`config.mk`:
```
export PLATFORM = sky130hd
export DESIGN_NAME = utb_top
export DESIGN_NICKNAME = d
export VERILOG_FILES = /design/src/rtl/utb_pkg.sv /design/src/rtl/utb_cts_filter.sv /design/src/rtl/utb_top.sv
export SDC_FILE = /design/constraint.sdc
export NUM_CORES = 1
export LEC_CHECK = 0
export BUFFER_PORTS_ARGS = -buffer_cell sky130_fd_sc_hd__clkbuf_2
export CELL_PAD_IN_SITES_DETAIL_PLACEMENT = 1
export CELL_PAD_IN_SITES_GLOBAL_PLACEMENT = 1
export CORE_ASPECT_RATIO = 1.2
export CORE_MARGIN = 2
export CORE_UTILIZATION = 49
export DETAILED_ROUTE_END_ITERATION = 7
export PLACE_DENSITY = 0.91
export SYNTH_ARGS = -nofsm -noshare
export SYNTH_HDL_FRONTEND = slang
export SYNTH_SLANG_ARGS = --single-unit
```
`constraint.sdc`:
```
create_clock -name pclk -period 4.3 [get_ports pclk]
set_input_delay 1.075 -clock pclk [delete_from_list [all_inputs] [get_ports pclk]]
set_output_delay 1.075 -clock pclk [all_outputs]
set_load 0.02 [all_outputs]
```
`src/rtl/utb_pkg.sv`:
```
// Purpose: Shared constants and types for the transmit buffer / CTS change block
// Assumes: APB slave, 32-bit data, one aligned word per register
// Notes:   All offsets, register resets and timing counts live here, and the field positions except the channel status ready, count and enable
package utb_pkg;

  // ----------------------------------------------------------------
  // Register offsets (byte addresses)
  // ----------------------------------------------------------------
  localparam logic [7:0] OFS_TX_BUF    = 8'h00;
  localparam logic [7:0] OFS_IN_CHG    = 8'h04;
  localparam logic [7:0] OFS_AUX_CTRL  = 8'h08;
  localparam logic [7:0] OFS_INT_STAT  = 8'h0C;
  localparam logic [7:0] OFS_INT_MASK  = 8'h10;
  localparam logic [7:0] OFS_CONTROL   = 8'h14;
  localparam logic [7:0] OFS_TX_LEVEL  = 8'h18;
  localparam logic [7:0] OFS_CHAN_STAT = 8'h1C;

  // ----------------------------------------------------------------
  // Field positions
  // ----------------------------------------------------------------
  localparam int BIT_CHG_FLAG   = 4;
  localparam int BIT_CTS_STATE  = 0;
  localparam int BIT_AUX_EN     = 0;
  localparam int BIT_IS_CTS     = 7;
  localparam int BIT_IS_BREAK   = 2;
  localparam int BIT_IS_RXF     = 1;
  localparam int BIT_IS_TX_READY_FLAG   = 0;
  localparam int BIT_CTL_FIFO   = 0;
  localparam int BIT_CTL_MODEM  = 1;
  localparam int BIT_CTL_FULSEL = 2;
  localparam int BIT_CTL_CMD    = 4;
  localparam int BIT_CTL_BRKRST = 6;
  localparam int BIT_CS_EMPTY   = 1;

  // ----------------------------------------------------------------
  // Reset values and sizes
  // ----------------------------------------------------------------
  localparam logic [7:0] RST_AUX_CTRL = 8'h00;
  localparam logic [7:0] RST_INT_MASK = 8'h00;
  localparam logic [7:0] RST_CONTROL  = 8'h00;
  localparam logic [4:0] RST_TX_LEVEL = 5'h08;
  localparam int         FIFO_DEPTH   = 16;
  localparam int         FIFO_AW      = 4;

  // Transmitter commands
  localparam logic [1:0] CMD_NONE    = 2'h0;
  localparam logic [1:0] CMD_ENABLE  = 2'h1;
  localparam logic [1:0] CMD_DISABLE = 2'h2;

  // ----------------------------------------------------------------
  // Timing
  // ----------------------------------------------------------------
  localparam int CLK_HZ        = 40_000_000;
  localparam int FILTER_US     = 25;
  localparam int FILTER_CYCLES = (FILTER_US * (CLK_HZ / 1_000_000));
  localparam int SERIAL_DIV    = 16;
  localparam int CTS_START_CYC = 2 * SERIAL_DIV;
  localparam int BIT_CYCLES    = 16;

  // Transmit shifter state
  typedef enum logic [1:0] {
    UTB_IDLE  = 2'b00,
    UTB_SHIFT = 2'b01
  } utb_shift_state_t;

  // Receiver status group fed in from the receive side
  typedef struct packed {
    logic rx_ready_flag;
    logic rx_fifo_full_flag;
    logic break_edge;
  } utb_rx_status_t;

endpackage

```
`src/rtl/utb_cts_filter.sv`:
```
// Purpose: Synchronise the CTS input and report a filtered level
// Assumes: pclk domain, CTS asynchronous to it
// Notes:   Level only changes after staying stable for the full count
`timescale 1ns/1ps
`default_nettype none
module utb_cts_filter
  import utb_pkg::*;
(
  input  wire logic pclk,
  input  wire logic presetn,
  input  wire logic cts_n_in,
  output logic      level,
  output logic      changed
);

  logic        sync_a;
  logic        sync_b;
  logic [15:0] stable_cnt;

  // Two-stage synchroniser; first flop read only by the second
  always_ff @(posedge pclk or negedge presetn) begin
    if (!presetn) begin
      sync_a <= 1'b1;
      sync_b <= 1'b1;
    end else begin
      sync_a <= cts_n_in;
      sync_b <= sync_a;
    end
  end

  // Stability counter; glitches shorter than the interval are dropped
  always_ff @(posedge pclk or negedge presetn) begin
    if (!presetn) begin
      stable_cnt <= 16'h0000;
      level      <= 1'b1;
      changed    <= 1'b0;
    end else begin
      changed <= 1'b0;
      if (sync_b == level) begin
        stable_cnt <= 16'h0000;
      end else if (stable_cnt == 16'(FILTER_CYCLES - 1)) begin
        stable_cnt <= 16'h0000;
        level      <= sync_b;
        changed    <= 1'b1;
      end else begin
        stable_cnt <= stable_cnt + 16'h0001;
      end
    end
  end

endmodule
`default_nettype wire

```
`src/rtl/utb_top.sv`:
```
// Purpose: Transmit buffering, CTS change detect and interrupt status for one channel
// Assumes: APB slave on pclk, receive side supplies its status flags
// Notes:   Holding register or FIFO selected by a control bit
`timescale 1ns/1ps
`default_nettype none

module utb_top
  import utb_pkg::*;
(
  input  wire logic           pclk,
  input  wire logic           presetn,
  input  wire logic           psel,
  input  wire logic           penable,
  input  wire logic           pwrite,
  input  wire logic [7:0]     paddr,
  input  wire logic [31:0]    pwdata,
  input  wire logic [3:0]     pstrb,
  output logic      [31:0]    prdata,
  output logic                pready,
  output logic                pslverr,
  input  wire logic           cts_n,
  input  wire utb_pkg::utb_rx_status_t rx_status,
  output logic                txd,
  output logic                irq_n,
  output logic                dma_req
);
  import utb_pkg::*;

  // ----------------------------------------------------------------
  // Declarations
  // ----------------------------------------------------------------
  logic             wr_en;
  logic             rd_en;
  logic             addr_ok;
  logic [7:0]       aux_control;
  logic [7:0]       interrupt_mask;
  logic [7:0]       control;
  logic [4:0]       tx_fifo_threshold;
  logic             tx_enabled;
  logic             tx_ready_flag;
  logic             tx_empty_flag;
  logic [7:0]       hold_reg;
  logic [7:0]       fifo_mem [FIFO_DEPTH];
  logic [FIFO_AW:0] fifo_count;
  logic [FIFO_AW-1:0] rd_ptr;
  logic [FIFO_AW-1:0] wr_ptr;
  logic [2:0]       wr_bytes;
  logic             load_ok;
  logic             buf_write;
  logic             fifo_mode;
  logic             modem_mode;
  logic [7:0]       shift_data;
  logic [3:0]       shift_bit;
  logic [4:0]       bit_tmr;
  utb_shift_state_t shift_state;
  logic             shift_take;
  logic             have_data;
  logic             cts_level;
  logic             cts_chg;
  logic             cts_tracking;
  logic [5:0]       start_cnt;
  logic             cts_state;
  logic             cts_change_flag;
  logic             break_change_flag;
  logic             status_cts;
  logic [7:0]       interrupt_status;
  logic [1:0]       cmd;

  assign fifo_mode  = control[BIT_CTL_FIFO];
  assign modem_mode = control[BIT_CTL_MODEM] & fifo_mode;
  assign cmd        = pwdata[BIT_CTL_CMD +: 2];

  // ----------------------------------------------------------------
  // APB decode: zero wait states, unmapped offsets flag an error
  // ----------------------------------------------------------------
  assign pready  = 1'b1;
  assign wr_en   = psel & penable & pwrite;
  assign rd_en   = psel & penable & ~pwrite;
  assign addr_ok = (paddr == OFS_TX_BUF) || (paddr == OFS_IN_CHG) ||
                   (paddr == OFS_AUX_CTRL) || (paddr == OFS_INT_STAT) ||
                   (paddr == OFS_INT_MASK) || (paddr == OFS_CONTROL) ||
                   (paddr == OFS_TX_LEVEL) || (paddr == OFS_CHAN_STAT);
  assign pslverr = psel & penable & ~addr_ok;

  // ----------------------------------------------------------------
  // Control registers
  // ----------------------------------------------------------------
  always_ff @(posedge pclk or negedge presetn) begin
    if (!presetn) begin
      aux_control       <= RST_AUX_CTRL;
      interrupt_mask    <= RST_INT_MASK;
      control           <= RST_CONTROL;
      tx_fifo_threshold <= RST_TX_LEVEL;
    end else if (wr_en) begin
      if (paddr == OFS_AUX_CTRL && pstrb[0]) begin
        aux_control <= {7'h00, pwdata[BIT_AUX_EN]};
      end
      if (paddr == OFS_INT_MASK && pstrb[0]) begin
        interrupt_mask <= pwdata[7:0];
      end
      // Command field is a strobe, not stored
      if (paddr == OFS_CONTROL && pstrb[0]) begin
        control <= {5'h00, pwdata[BIT_CTL_FULSEL:0]};
      end
      if (paddr == OFS_TX_LEVEL && pstrb[0]) begin
        tx_fifo_threshold <= pwdata[4:0];
      end
    end
  end

  // ----------------------------------------------------------------
  // Transmit buffer write path
  // ----------------------------------------------------------------
  // Longword writes push one byte per enabled lane
  always_comb begin
    wr_bytes = 3'h0;
    for (int i = 0; i < 4; i++) begin
      wr_bytes = wr_bytes + {2'h0, pstrb[i]};
    end
  end

  assign buf_write = wr_en && (paddr == OFS_TX_BUF);
  // Holding path: ready and enabled; FIFO path: room, and enabled unless modem
  assign load_ok = fifo_mode ?
    ((tx_enabled | modem_mode) &&
     ({2'h0, wr_bytes} <= (6'(FIFO_DEPTH) - {1'b0, fifo_count}))) :
    (tx_enabled && tx_ready_flag);

  assign have_data  = fifo_mode ? (fifo_count != '0) : ~tx_ready_flag;
  assign shift_take = (shift_state == UTB_IDLE) && have_data && tx_enabled;

  // Holding register store
  always_ff @(posedge pclk or negedge presetn) begin
    if (!presetn) begin
      hold_reg <= 8'h00;
    end else if (buf_write && load_ok && !fifo_mode) begin
      hold_reg <= pwdata[7:0];
    end
  end

  // FIFO storage, one generate per entry
  for (genvar e = 0; e < FIFO_DEPTH; e++) begin : g_fifo
    always_ff @(posedge pclk or negedge presetn) begin
      if (!presetn) begin
        fifo_mem[e] <= 8'h00;
      end else if (buf_write && load_ok && fifo_mode) begin
        for (int b = 0; b < 4; b++) begin
          if (pstrb[b] && (FIFO_AW'(e) == FIFO_AW'(wr_ptr + FIFO_AW'(b)))) begin
            fifo_mem[e] <= pwdata[8*b +: 8];
          end
        end
      end
    end
  end

  // FIFO pointers; byte lane b stored at wr_ptr plus b, pointer advances by the enabled lane count
  always_ff @(posedge pclk or negedge presetn) begin
    if (!presetn) begin
      wr_ptr     <= '0;
      rd_ptr     <= '0;
      fifo_count <= '0;
    end else if (fifo_mode) begin
      if (buf_write && load_ok) begin
        wr_ptr <= wr_ptr + FIFO_AW'(wr_bytes);
      end
      if (shift_take) begin
        rd_ptr <= rd_ptr + FIFO_AW'(1);
      end
      fifo_count <= fifo_count + ((buf_write && load_ok) ? (FIFO_AW+1)'(wr_bytes) : '0)
                    - (shift_take ? (FIFO_AW+1)'(1) : '0);
    end
  end

  // ----------------------------------------------------------------
  // Transmitter enable and ready/empty flags
  // ----------------------------------------------------------------
  always_ff @(posedge pclk or negedge presetn) begin
    if (!presetn) begin
      tx_enabled    <= 1'b0;
      tx_ready_flag <= 1'b0;
      tx_empty_flag <= 1'b0;
    end else begin
      if (fifo_mode) begin
        // Ready tracks FIFO fill against threshold
        tx_ready_flag <= (tx_enabled | modem_mode) &&
                         (fifo_count <= {1'b0, tx_fifo_threshold[FIFO_AW-1:0]});
      end else if (buf_write && load_ok) begin
        tx_ready_flag <= 1'b0;
      end else if (shift_take) begin
        tx_ready_flag <= 1'b1;
      end
      if (shift_take || (buf_write && load_ok)) begin
        tx_empty_flag <= 1'b0;
      end else if (shift_state == UTB_IDLE && !have_data && tx_enabled) begin
        tx_empty_flag <= 1'b1;
      end
      if (wr_en && paddr == OFS_CONTROL && pstrb[0]) begin
        if (cmd == CMD_ENABLE && !tx_enabled) begin
          tx_enabled <= 1'b1;
          if (!fifo_mode) begin
            tx_ready_flag <= 1'b1;
            tx_empty_flag <= 1'b1;
          end
        end else if (cmd == CMD_DISABLE && tx_enabled) begin
          tx_enabled    <= 1'b0;
          tx_empty_flag <= 1'b0;
          if (!modem_mode) begin
            tx_ready_flag <= 1'b0;
          end
        end
      end
    end
  end

  // ----------------------------------------------------------------
  // Transmit shifter: start, eight data bits, stop
  // ----------------------------------------------------------------
  always_ff @(posedge pclk or negedge presetn) begin
    if (!presetn) begin
      shift_state <= UTB_IDLE;
      shift_data  <= 8'h00;
      shift_bit   <= 4'h0;
      bit_tmr     <= 5'h00;
      txd         <= 1'b1;
    end else begin
      unique case (shift_state)
        UTB_IDLE: begin
          txd <= 1'b1;
          if (shift_take) begin
            shift_data  <= fifo_mode ? fifo_mem[rd_ptr] : hold_reg;
            shift_state <= UTB_SHIFT;
            shift_bit   <= 4'h0;
            bit_tmr     <= 5'h00;
            txd         <= 1'b0;
          end
        end
        UTB_SHIFT: begin
          if (bit_tmr == 5'(BIT_CYCLES - 1)) begin
            bit_tmr   <= 5'h00;
            shift_bit <= shift_bit + 4'h1;
            if (shift_bit == 4'h9) begin
              shift_state <= UTB_IDLE;
            end else if (shift_bit == 4'h8) begin
              txd <= 1'b1;
            end else begin
              txd        <= shift_data[0];
              shift_data <= {1'b0, shift_data[7:1]};
            end
          end else begin
            bit_tmr <= bit_tmr + 5'h01;
          end
        end
      endcase
    end
  end

  // ----------------------------------------------------------------
  // CTS change detection
  // ----------------------------------------------------------------
  utb_cts_filter u_cts_filter (
    .pclk     (pclk),
    .presetn  (presetn),
    .cts_n_in (cts_n),
    .level    (cts_level),
    .changed  (cts_chg)
  );

  // Tracking begins two serial clocks after reset
  always_ff @(posedge pclk or negedge presetn) begin
    if (!presetn) begin
      start_cnt    <= 6'h00;
      cts_tracking <= 1'b0;
    end else if (!cts_tracking) begin
      start_cnt <= start_cnt + 6'h01;
      if (start_cnt == 6'(CTS_START_CYC - 1)) begin
        cts_tracking <= 1'b1;
      end
    end
  end

  // State bit is the pin level: 0 asserted, 1 negated
  always_ff @(posedge pclk or negedge presetn) begin
    if (!presetn) begin
      cts_state <= 1'b1;
    end else if (cts_tracking && !modem_mode) begin
      cts_state <= cts_level;
    end
  end

  // Change flag: set wins over read clear
  always_ff @(posedge pclk or negedge presetn) begin
    if (!presetn) begin
      cts_change_flag <= 1'b0;
      status_cts      <= 1'b0;
    end else begin
      if (!modem_mode && ((cts_tracking && cts_chg) ||
          (!cts_tracking && start_cnt == 6'(CTS_START_CYC - 1) && !cts_level))) begin
        cts_change_flag <= 1'b1;
        status_cts      <= status_cts | aux_control[BIT_AUX_EN];
      end else if (rd_en && paddr == OFS_IN_CHG) begin
        cts_change_flag <= 1'b0;
        status_cts      <= 1'b0;
      end
    end
  end

  // Break change: sticky until reset-break command
  always_ff @(posedge pclk or negedge presetn) begin
    if (!presetn) begin
      break_change_flag <= 1'b0;
    end else if (rx_status.break_edge) begin
      break_change_flag <= 1'b1;
    end else if (wr_en && paddr == OFS_CONTROL && pstrb[0] && pwdata[BIT_CTL_BRKRST]) begin
      break_change_flag <= 1'b0;
    end
  end

  // ----------------------------------------------------------------
  // Interrupt status and request
  // ----------------------------------------------------------------
  always_comb begin
    interrupt_status               = 8'h00;
    interrupt_status[BIT_IS_CTS]   = status_cts & ~modem_mode;
    interrupt_status[BIT_IS_BREAK] = break_change_flag;
    interrupt_status[BIT_IS_RXF]   = control[BIT_CTL_FULSEL] ?
                                     rx_status.rx_fifo_full_flag :
                                     rx_status.rx_ready_flag;
    interrupt_status[BIT_IS_TX_READY_FLAG] = tx_ready_flag;
  end

  // Registered request so the pin is glitch free
  always_ff @(posedge pclk or negedge presetn) begin
    if (!presetn) begin
      irq_n   <= 1'b1;
      dma_req <= 1'b0;
    end else begin
      irq_n   <= ~|(interrupt_status & interrupt_mask);
      dma_req <= control[BIT_CTL_FULSEL] & rx_status.rx_fifo_full_flag &
                 interrupt_mask[BIT_IS_RXF];
    end
  end

  // ----------------------------------------------------------------
  // Read mux; write-only buffer reads zero
  // ----------------------------------------------------------------
  always_comb begin
    prdata = 32'h0000_0000;
    unique case (paddr)
      OFS_IN_CHG:    prdata = {27'h0, cts_change_flag, 3'h0, cts_state};
      OFS_AUX_CTRL:  prdata = {24'h0, aux_control};
      OFS_INT_STAT:  prdata = {24'h0, interrupt_status};
      OFS_INT_MASK:  prdata = {24'h0, interrupt_mask};
      OFS_CONTROL:   prdata = {24'h0, control};
      OFS_TX_LEVEL:  prdata = {27'h0, tx_fifo_threshold};
      OFS_CHAN_STAT: prdata = {23'h0, tx_enabled, 1'b0, fifo_count, tx_empty_flag,
                               tx_ready_flag};
      default:       prdata = 32'h0000_0000;
    endcase
  end

endmodule
`default_nettype wire

```
**Yosys cells after proc, flatten, opt, wreduce, memory -nomap -nowiden**

Index checks and enable logic that the tools add are counted.
Widths: inputs -> output; s select.

- Bits in registers: 222
- Input port bits: 53
- Output and inout port bits: 37
- Word-level logic and storage cells: 443

- $add $sub $neg: 15
- Order comparisons: 3
- Eq/ne operators: 81
- Mux-type cells: 121
- Bitwise gates (word level): 17
- Reduce and logical (&&, ||, !) cells: 161

Operators by type and width:

| operator | count |
|---|---|
| $mux 8 | 71 |
| $eq 4x4->1 const A | 32 |
| $logic_and 1x1->1 | 90 |
| $eq 3x4->1 const A | 16 |
| $reduce_bool 4->1 | 16 |
| $pmux 9 s7 | 1 |
| $reduce_and 2->1 | 26 |
| $mux 1 | 33 |
| $bmux 8 s4 | 1 |
| $eq 2x4->1 const A | 8 |
| $eq 8x5->1 const B | 4 |
| $mux 16 | 2 |
| $add 16x1->16 const B | 1 |
| $eq 1x4->1 const A | 4 |
| $eq 16x10->1 const B | 1 |
| $eq 8x4->1 const B | 2 |
| $logic_not 4->1 | 4 |
| $pmux 8 s2 | 1 |
| $add 4x1->4 const B | 3 |
| $mux 5 | 2 |
| $ne 2x2->1 const B | 5 |
| $pmux 5 s2 | 1 |
| $logic_or 1x1->1 | 9 |
| $add 4x2->4 const B | 2 |
| 38 further kinds | 63 |

**Longest topological paths before layout**

- Word-level depth: 13
- Depth in mapped cells: 21

**By module**

A second synthesis with hierarchy kept.

- Cells, all modules: 1,616
- Area, all modules: 15,650.0 um^2

Modules (own cells, without submodules):

| module | times used | cells an instance | area an instance (um^2) | sequential area each (um^2) |
|---|---|---|---|---|
| utb_top | 1 | 1,527 | 14,707.9 | 5,034.8 |
| utb_cts_filter | 1 | 89 | 942.2 | 504.2 |

**Worst setup path after synthesis**

Ideal clock, no wire load.

- Path kind: input -> register
- Start point: in pstrb[0]
- End point: reg fifo_count[4]
- Library setup time: 135 ps
- Arrival time: 4,756 ps
- Data required time: 4,165 ps
- Path slack: -591 ps
- Cell stages on the path: 21
- Buffers on the path: 2
- Cell sequence: fa_1 ha_1 ha_1 ha_1 nand3b_1 nand2_1 o211ai_1 buf_2 buf_2 o2bb2ai_1 nand3_1 ha_1 inv_1 ha_1 inv_1 fa_1 inv_1 a21o_1 a21oi_1 xor2_1 mux2i_1

- Cells in the longest elaborated chain, start to end: 10

RTL lines:

| item | line | RTL |
|---|---|---|
| from (decl) | utb_top.sv:17 | `input wire logic [3:0] pstrb,` |
| $add 1x1->2 (*) | utb_top.sv:118 | `wr_bytes = wr_bytes + {2'h0, pstrb[i]};` |
| $add 2x1->3 (*) | utb_top.sv:118 |  |
| $add 3x1->3 (*) | utb_top.sv:118 |  |
| $le 3x6->1 | utb_top.sv:126 | `({2'h0, wr_bytes} <= (6'(FIFO_DEPTH) - {1'b0, fifo_count}))) :` |
| $logic_and 1x1->1 | utb_top.sv:125 | `((tx_enabled \| modem_mode) &&` |
| $mux 1 | utb_top.sv:124 | `assign load_ok = fifo_mode ?` |
| $logic_and 1x1->1 | utb_top.sv:169 | `fifo_count <= fifo_count + ((buf_write && load_ok) ? (FIFO_AW+1)'(wr_bytes) : '0)` |
| $mux 3 (*) | utb_top.sv:169 |  |
| $add 5x3->5 (*) | utb_top.sv:169 |  |
| $sub 5x1->5 (*) | utb_top.sv:170 | `- (shift_take ? (FIFO_AW+1)'(1) : '0);` |
| to (signal assigned) | utb_top.sv:169 |  |
| to (decl) | utb_top.sv:44 | `logic [FIFO_AW:0] fifo_count;` |

Mark *: on every way between the ends. The rest lies on a longest branch, timed or not.
A chain may end at the register's enable or synchronous reset.

**Final worst setup path**

Ends and elaborated chain as after synthesis.

==> run summary <==
Port bufs = 65
Max-Cap Viols = 0
Multiplexer area fraction after synthesis = 25.1%
Post-CTS Setup Inserts = 0
Crit Path Category = primary input to register
Fin crit period = 4.11 ns
Slack of the critical path = 0.195 ns
Data required, critical path = 4.74 ns
Critical-path cell list = clkbuf_2 > fa_1 > ha_2 > ha_4 > ha_4 > a21oi_1 > nand2_1 > o211ai_1 > o2bb2ai_2 > nand3_1 > ha_1 > inv_1 > ha_1 > inv_1 > fa_2 > inv_1 > a21o_1 > a21oi_2 > xor2_1 > mux2i_1
Share of the yosys chip area belonging to registers = 36.4%
Cell mode on critical path = inv_1
Reg clk slew, reported paths = 0.07 ns
DR WL/cell = 31.1 µm
Yosys top cell by area = dfrtp_1
Synth Warn # = 0
Biggest regs = fifo_mem (128), u_cts_filter.stable_cnt (16)
RSZ-0062 raised after global routing = false
Post-CTS Resized = 0
Max H-tree Level = 1
Crit-path max cell delay = 0.48 ns
Area added between synthesis and finish = 10.0%
RePlAce Congestion = 0.896
Finish-stage setup viols = 0
Worst reg2reg setup slack = 0.44 ns
Starting DRT DRC Count = 1504
Die X = 165 µm
Post-DRT Antenna Nets = 0
Worst skew pair latency = 0.56 ns
Slew Viols, Final = 0
Critical path capture point type = register
Initial antenna violation count = 1
Synth cell types = 71
Placed Area = 0.0159 mm²
Critical-path top delay cell = fa_1
Clk root buf = clkbuf_16
Fillers = 3311
Final HPWL DP = 37200 µm
Layout Nets = 1605
Rel. slew slack = 29.8%
Pin count of the biggest net entering global routing = 93
Multi-input logic area = 0.00896 mm²
Num Clock Sinks = 221
Worst vdd ir = 0.000323 V
GRT Overall Usage = 37.0%
Post-synth top area share = 35.2%
Status = finished clean
Synth Area in Compound Gates = 16.7%
Fin area = 0.0167 mm²
Total grt overflow = 0
First-pass iteration count of the detailed router = 6
Hold Vio Cnt, Final = 0
Slew @ Worst Pin = 1.02 ns
Cell Area, Synth = 0.0152 mm²
Synth Instances = 1514
Detailed Route WL = 60200 µm
Most common cell after layout, fill and taps aside = dfrtp_1
Layout cells sized above 1 = 24.7%
DR vias/cell = 7.37
Critical Path Start Type = primary input
DR vias = 14257
Setup WS pre-CTS = -0.340 ns
Core ar. = 0.0306 mm²
Main area contributors after synthesis = dfrtp_1, mux2_2, mux2i_1, a31oi_1, o22ai_1
Die Span Y = 197 µm
Largest family of logic cells by synthesized area = multiplexers
CTS tree = done
Hold Buf Count CTS = 0
Post-Route Skew = 0.0154 ns
Adder-cell share of the synthesized area = 2.94%
Achievable Freq = 244 MHz
Worst Hold Depth = 0
Crit Path Max Fanout = 3
Largest register by flop count = fifo_mem
Initial core utilization = 49.8%
EDFF count, synth = 0
Crit path DAT = 4.54 ns
Maximum buffer depth of the clock tree = 3
Main synth FF type = dfrtp_1
Fin Hold WS = 0.361 ns
Vias in the first global route = 15704
Tcrit/Tclk final = 95.5%
Rows = 70
IO Count = 90
Min-delay worst type = register to register
First-pass GRT wire length = 92100 µm
Storage cell area = 0.00554 mm²
Syn Area/Cell = 10.1 µm²
Number of synthesized register bits = 221
Synth Area in Simple Gates = 10.9%
Residual DRC = 0
Die area = 0.0325 mm²
Max reg flops = 128
Worst r2r path cells = 6
Power per cell area = 313 mW/mm²
Num CTS Buffers = 26
Post-synth ARST share = 100%
Leak Pwr = 7.30 nW
Antenna Cells = 0
Commonest cells after routing, fill and taps aside = dfrtp_1, mux2i_1, mux2_2
Post-synthesis xor/xnor area fraction = 2.20%
Yosys cell counts, types with 4 or more instances:
master / number
o22ai_1: 130
o311ai_4: 6
clkbuf_1: 95
buf_4: 27
and2_1: 9
mux4_2: 20
a31oi_1: 130
nor2_1: 57
nor3b_1: 6
nor2b_1: 15
mux2i_1: 164
o211ai_1: 5
a21o_1: 7
ha_1: 31
xnor2_1: 16
nand3_1: 50
nand3b_1: 5
o211ai_2: 4
a22oi_1: 10
dfstp_2: 7
xor2_1: 16
mux2_2: 153
and4_1: 5
nand2_1: 89
dfrtp_1: 214
nand2b_1: 7
nand3_2: 8
nor3_1: 10
inv_1: 31
buf_1: 21
nor2_2: 8
nand4b_1: 4
o21ai_0: 29
a32oi_1: 6
a21oi_1: 22
and3_1: 9
nand4_1: 18
buf_2: 17
routing by layer:
metal | track usage (%) | routed length, µm | vias up
met1 | 43.3 | 20600 | 7003
met3 | 9.36 | 6730 | 423
li1 | - | - | 5709
met5 | 0 | 0 | -
met4 | 27.6 | 5140 | 0
met2 | 58.4 | 27800 | 1122
area by class of cell:
class / count / share of cell area, %
Clock buffer: 40 / 4.57
Clock inverter: 8 / 0.688
Inverter: 31 / 0.695
Multi-Input combinational cell: 1121 / 53.5
Sequential cell: 221 / 33.1
Tap cell: 396 / 2.96
Timing Repair Buffer: 117 / 4.48
logic make-up after synthesis:
group                    after synthesis
other                                  2
AND/OR/NAND/NOR                      317
multiplexers                         338
AO/OA/AOI/OAI                        374
buffers and inverters                194
adder cells (fa/ha/maj)               34
XOR/XNOR                              34
flip-flops                           221
report_power, final:
part | switching, mW | internal [mW] | leakage [nW] | total [mW]
Combinational | 0.494 | 0.231 | 3.89 | 0.725
Sequential | 0.0466 | 2.12 | 2.97 | 2.17
Clock | 0.957 | 1.40 | 0.434 | 2.35
metrics by stage:
step | setup TNS, ns | instances | util (%) | power [mW]
finish | 0 | 1934 | 54.8 | 5.25
CTS | 0 | 1934 | 54.8 | 5.23
global route | 0 | 1934 | 54.8 | 5.37
global placement | -0.0403 | 1886 | 51.9 | 2.83
detailed placement | -0.813 | 1886 | 51.9 | 2.88
floorplan | -0.189 | 1536 | - | 2.62
critical path, delay by kind of cell:
kind | cells | cell delay [ns]
adder cells (fa/ha/maj) | 7 | 1.85
AO/OA/AOI/OAI | 5 | 0.79
buffers and inverters | 4 | 0.29
AND/OR/NAND/NOR | 2 | 0.21
XOR/XNOR | 1 | 0.20
multiplexers | 1 | 0.11
worst paths after layout:
kind / start / end
worst max-delay path: pstrb[0] / fifo_count[4]
worst min-delay path: u_cts_filter.sync_a / u_cts_filter.sync_b
worst max register to register: wr_ptr[1] / fifo_mem[95]
worst min register to register: u_cts_filter.sync_a / u_cts_filter.sync_b
max in group asynchronous: presetn / u_cts_filter.stable_cnt[12]
min in group asynchronous: presetn / aux_control[0]
Power figures use the tool's default switching activity.
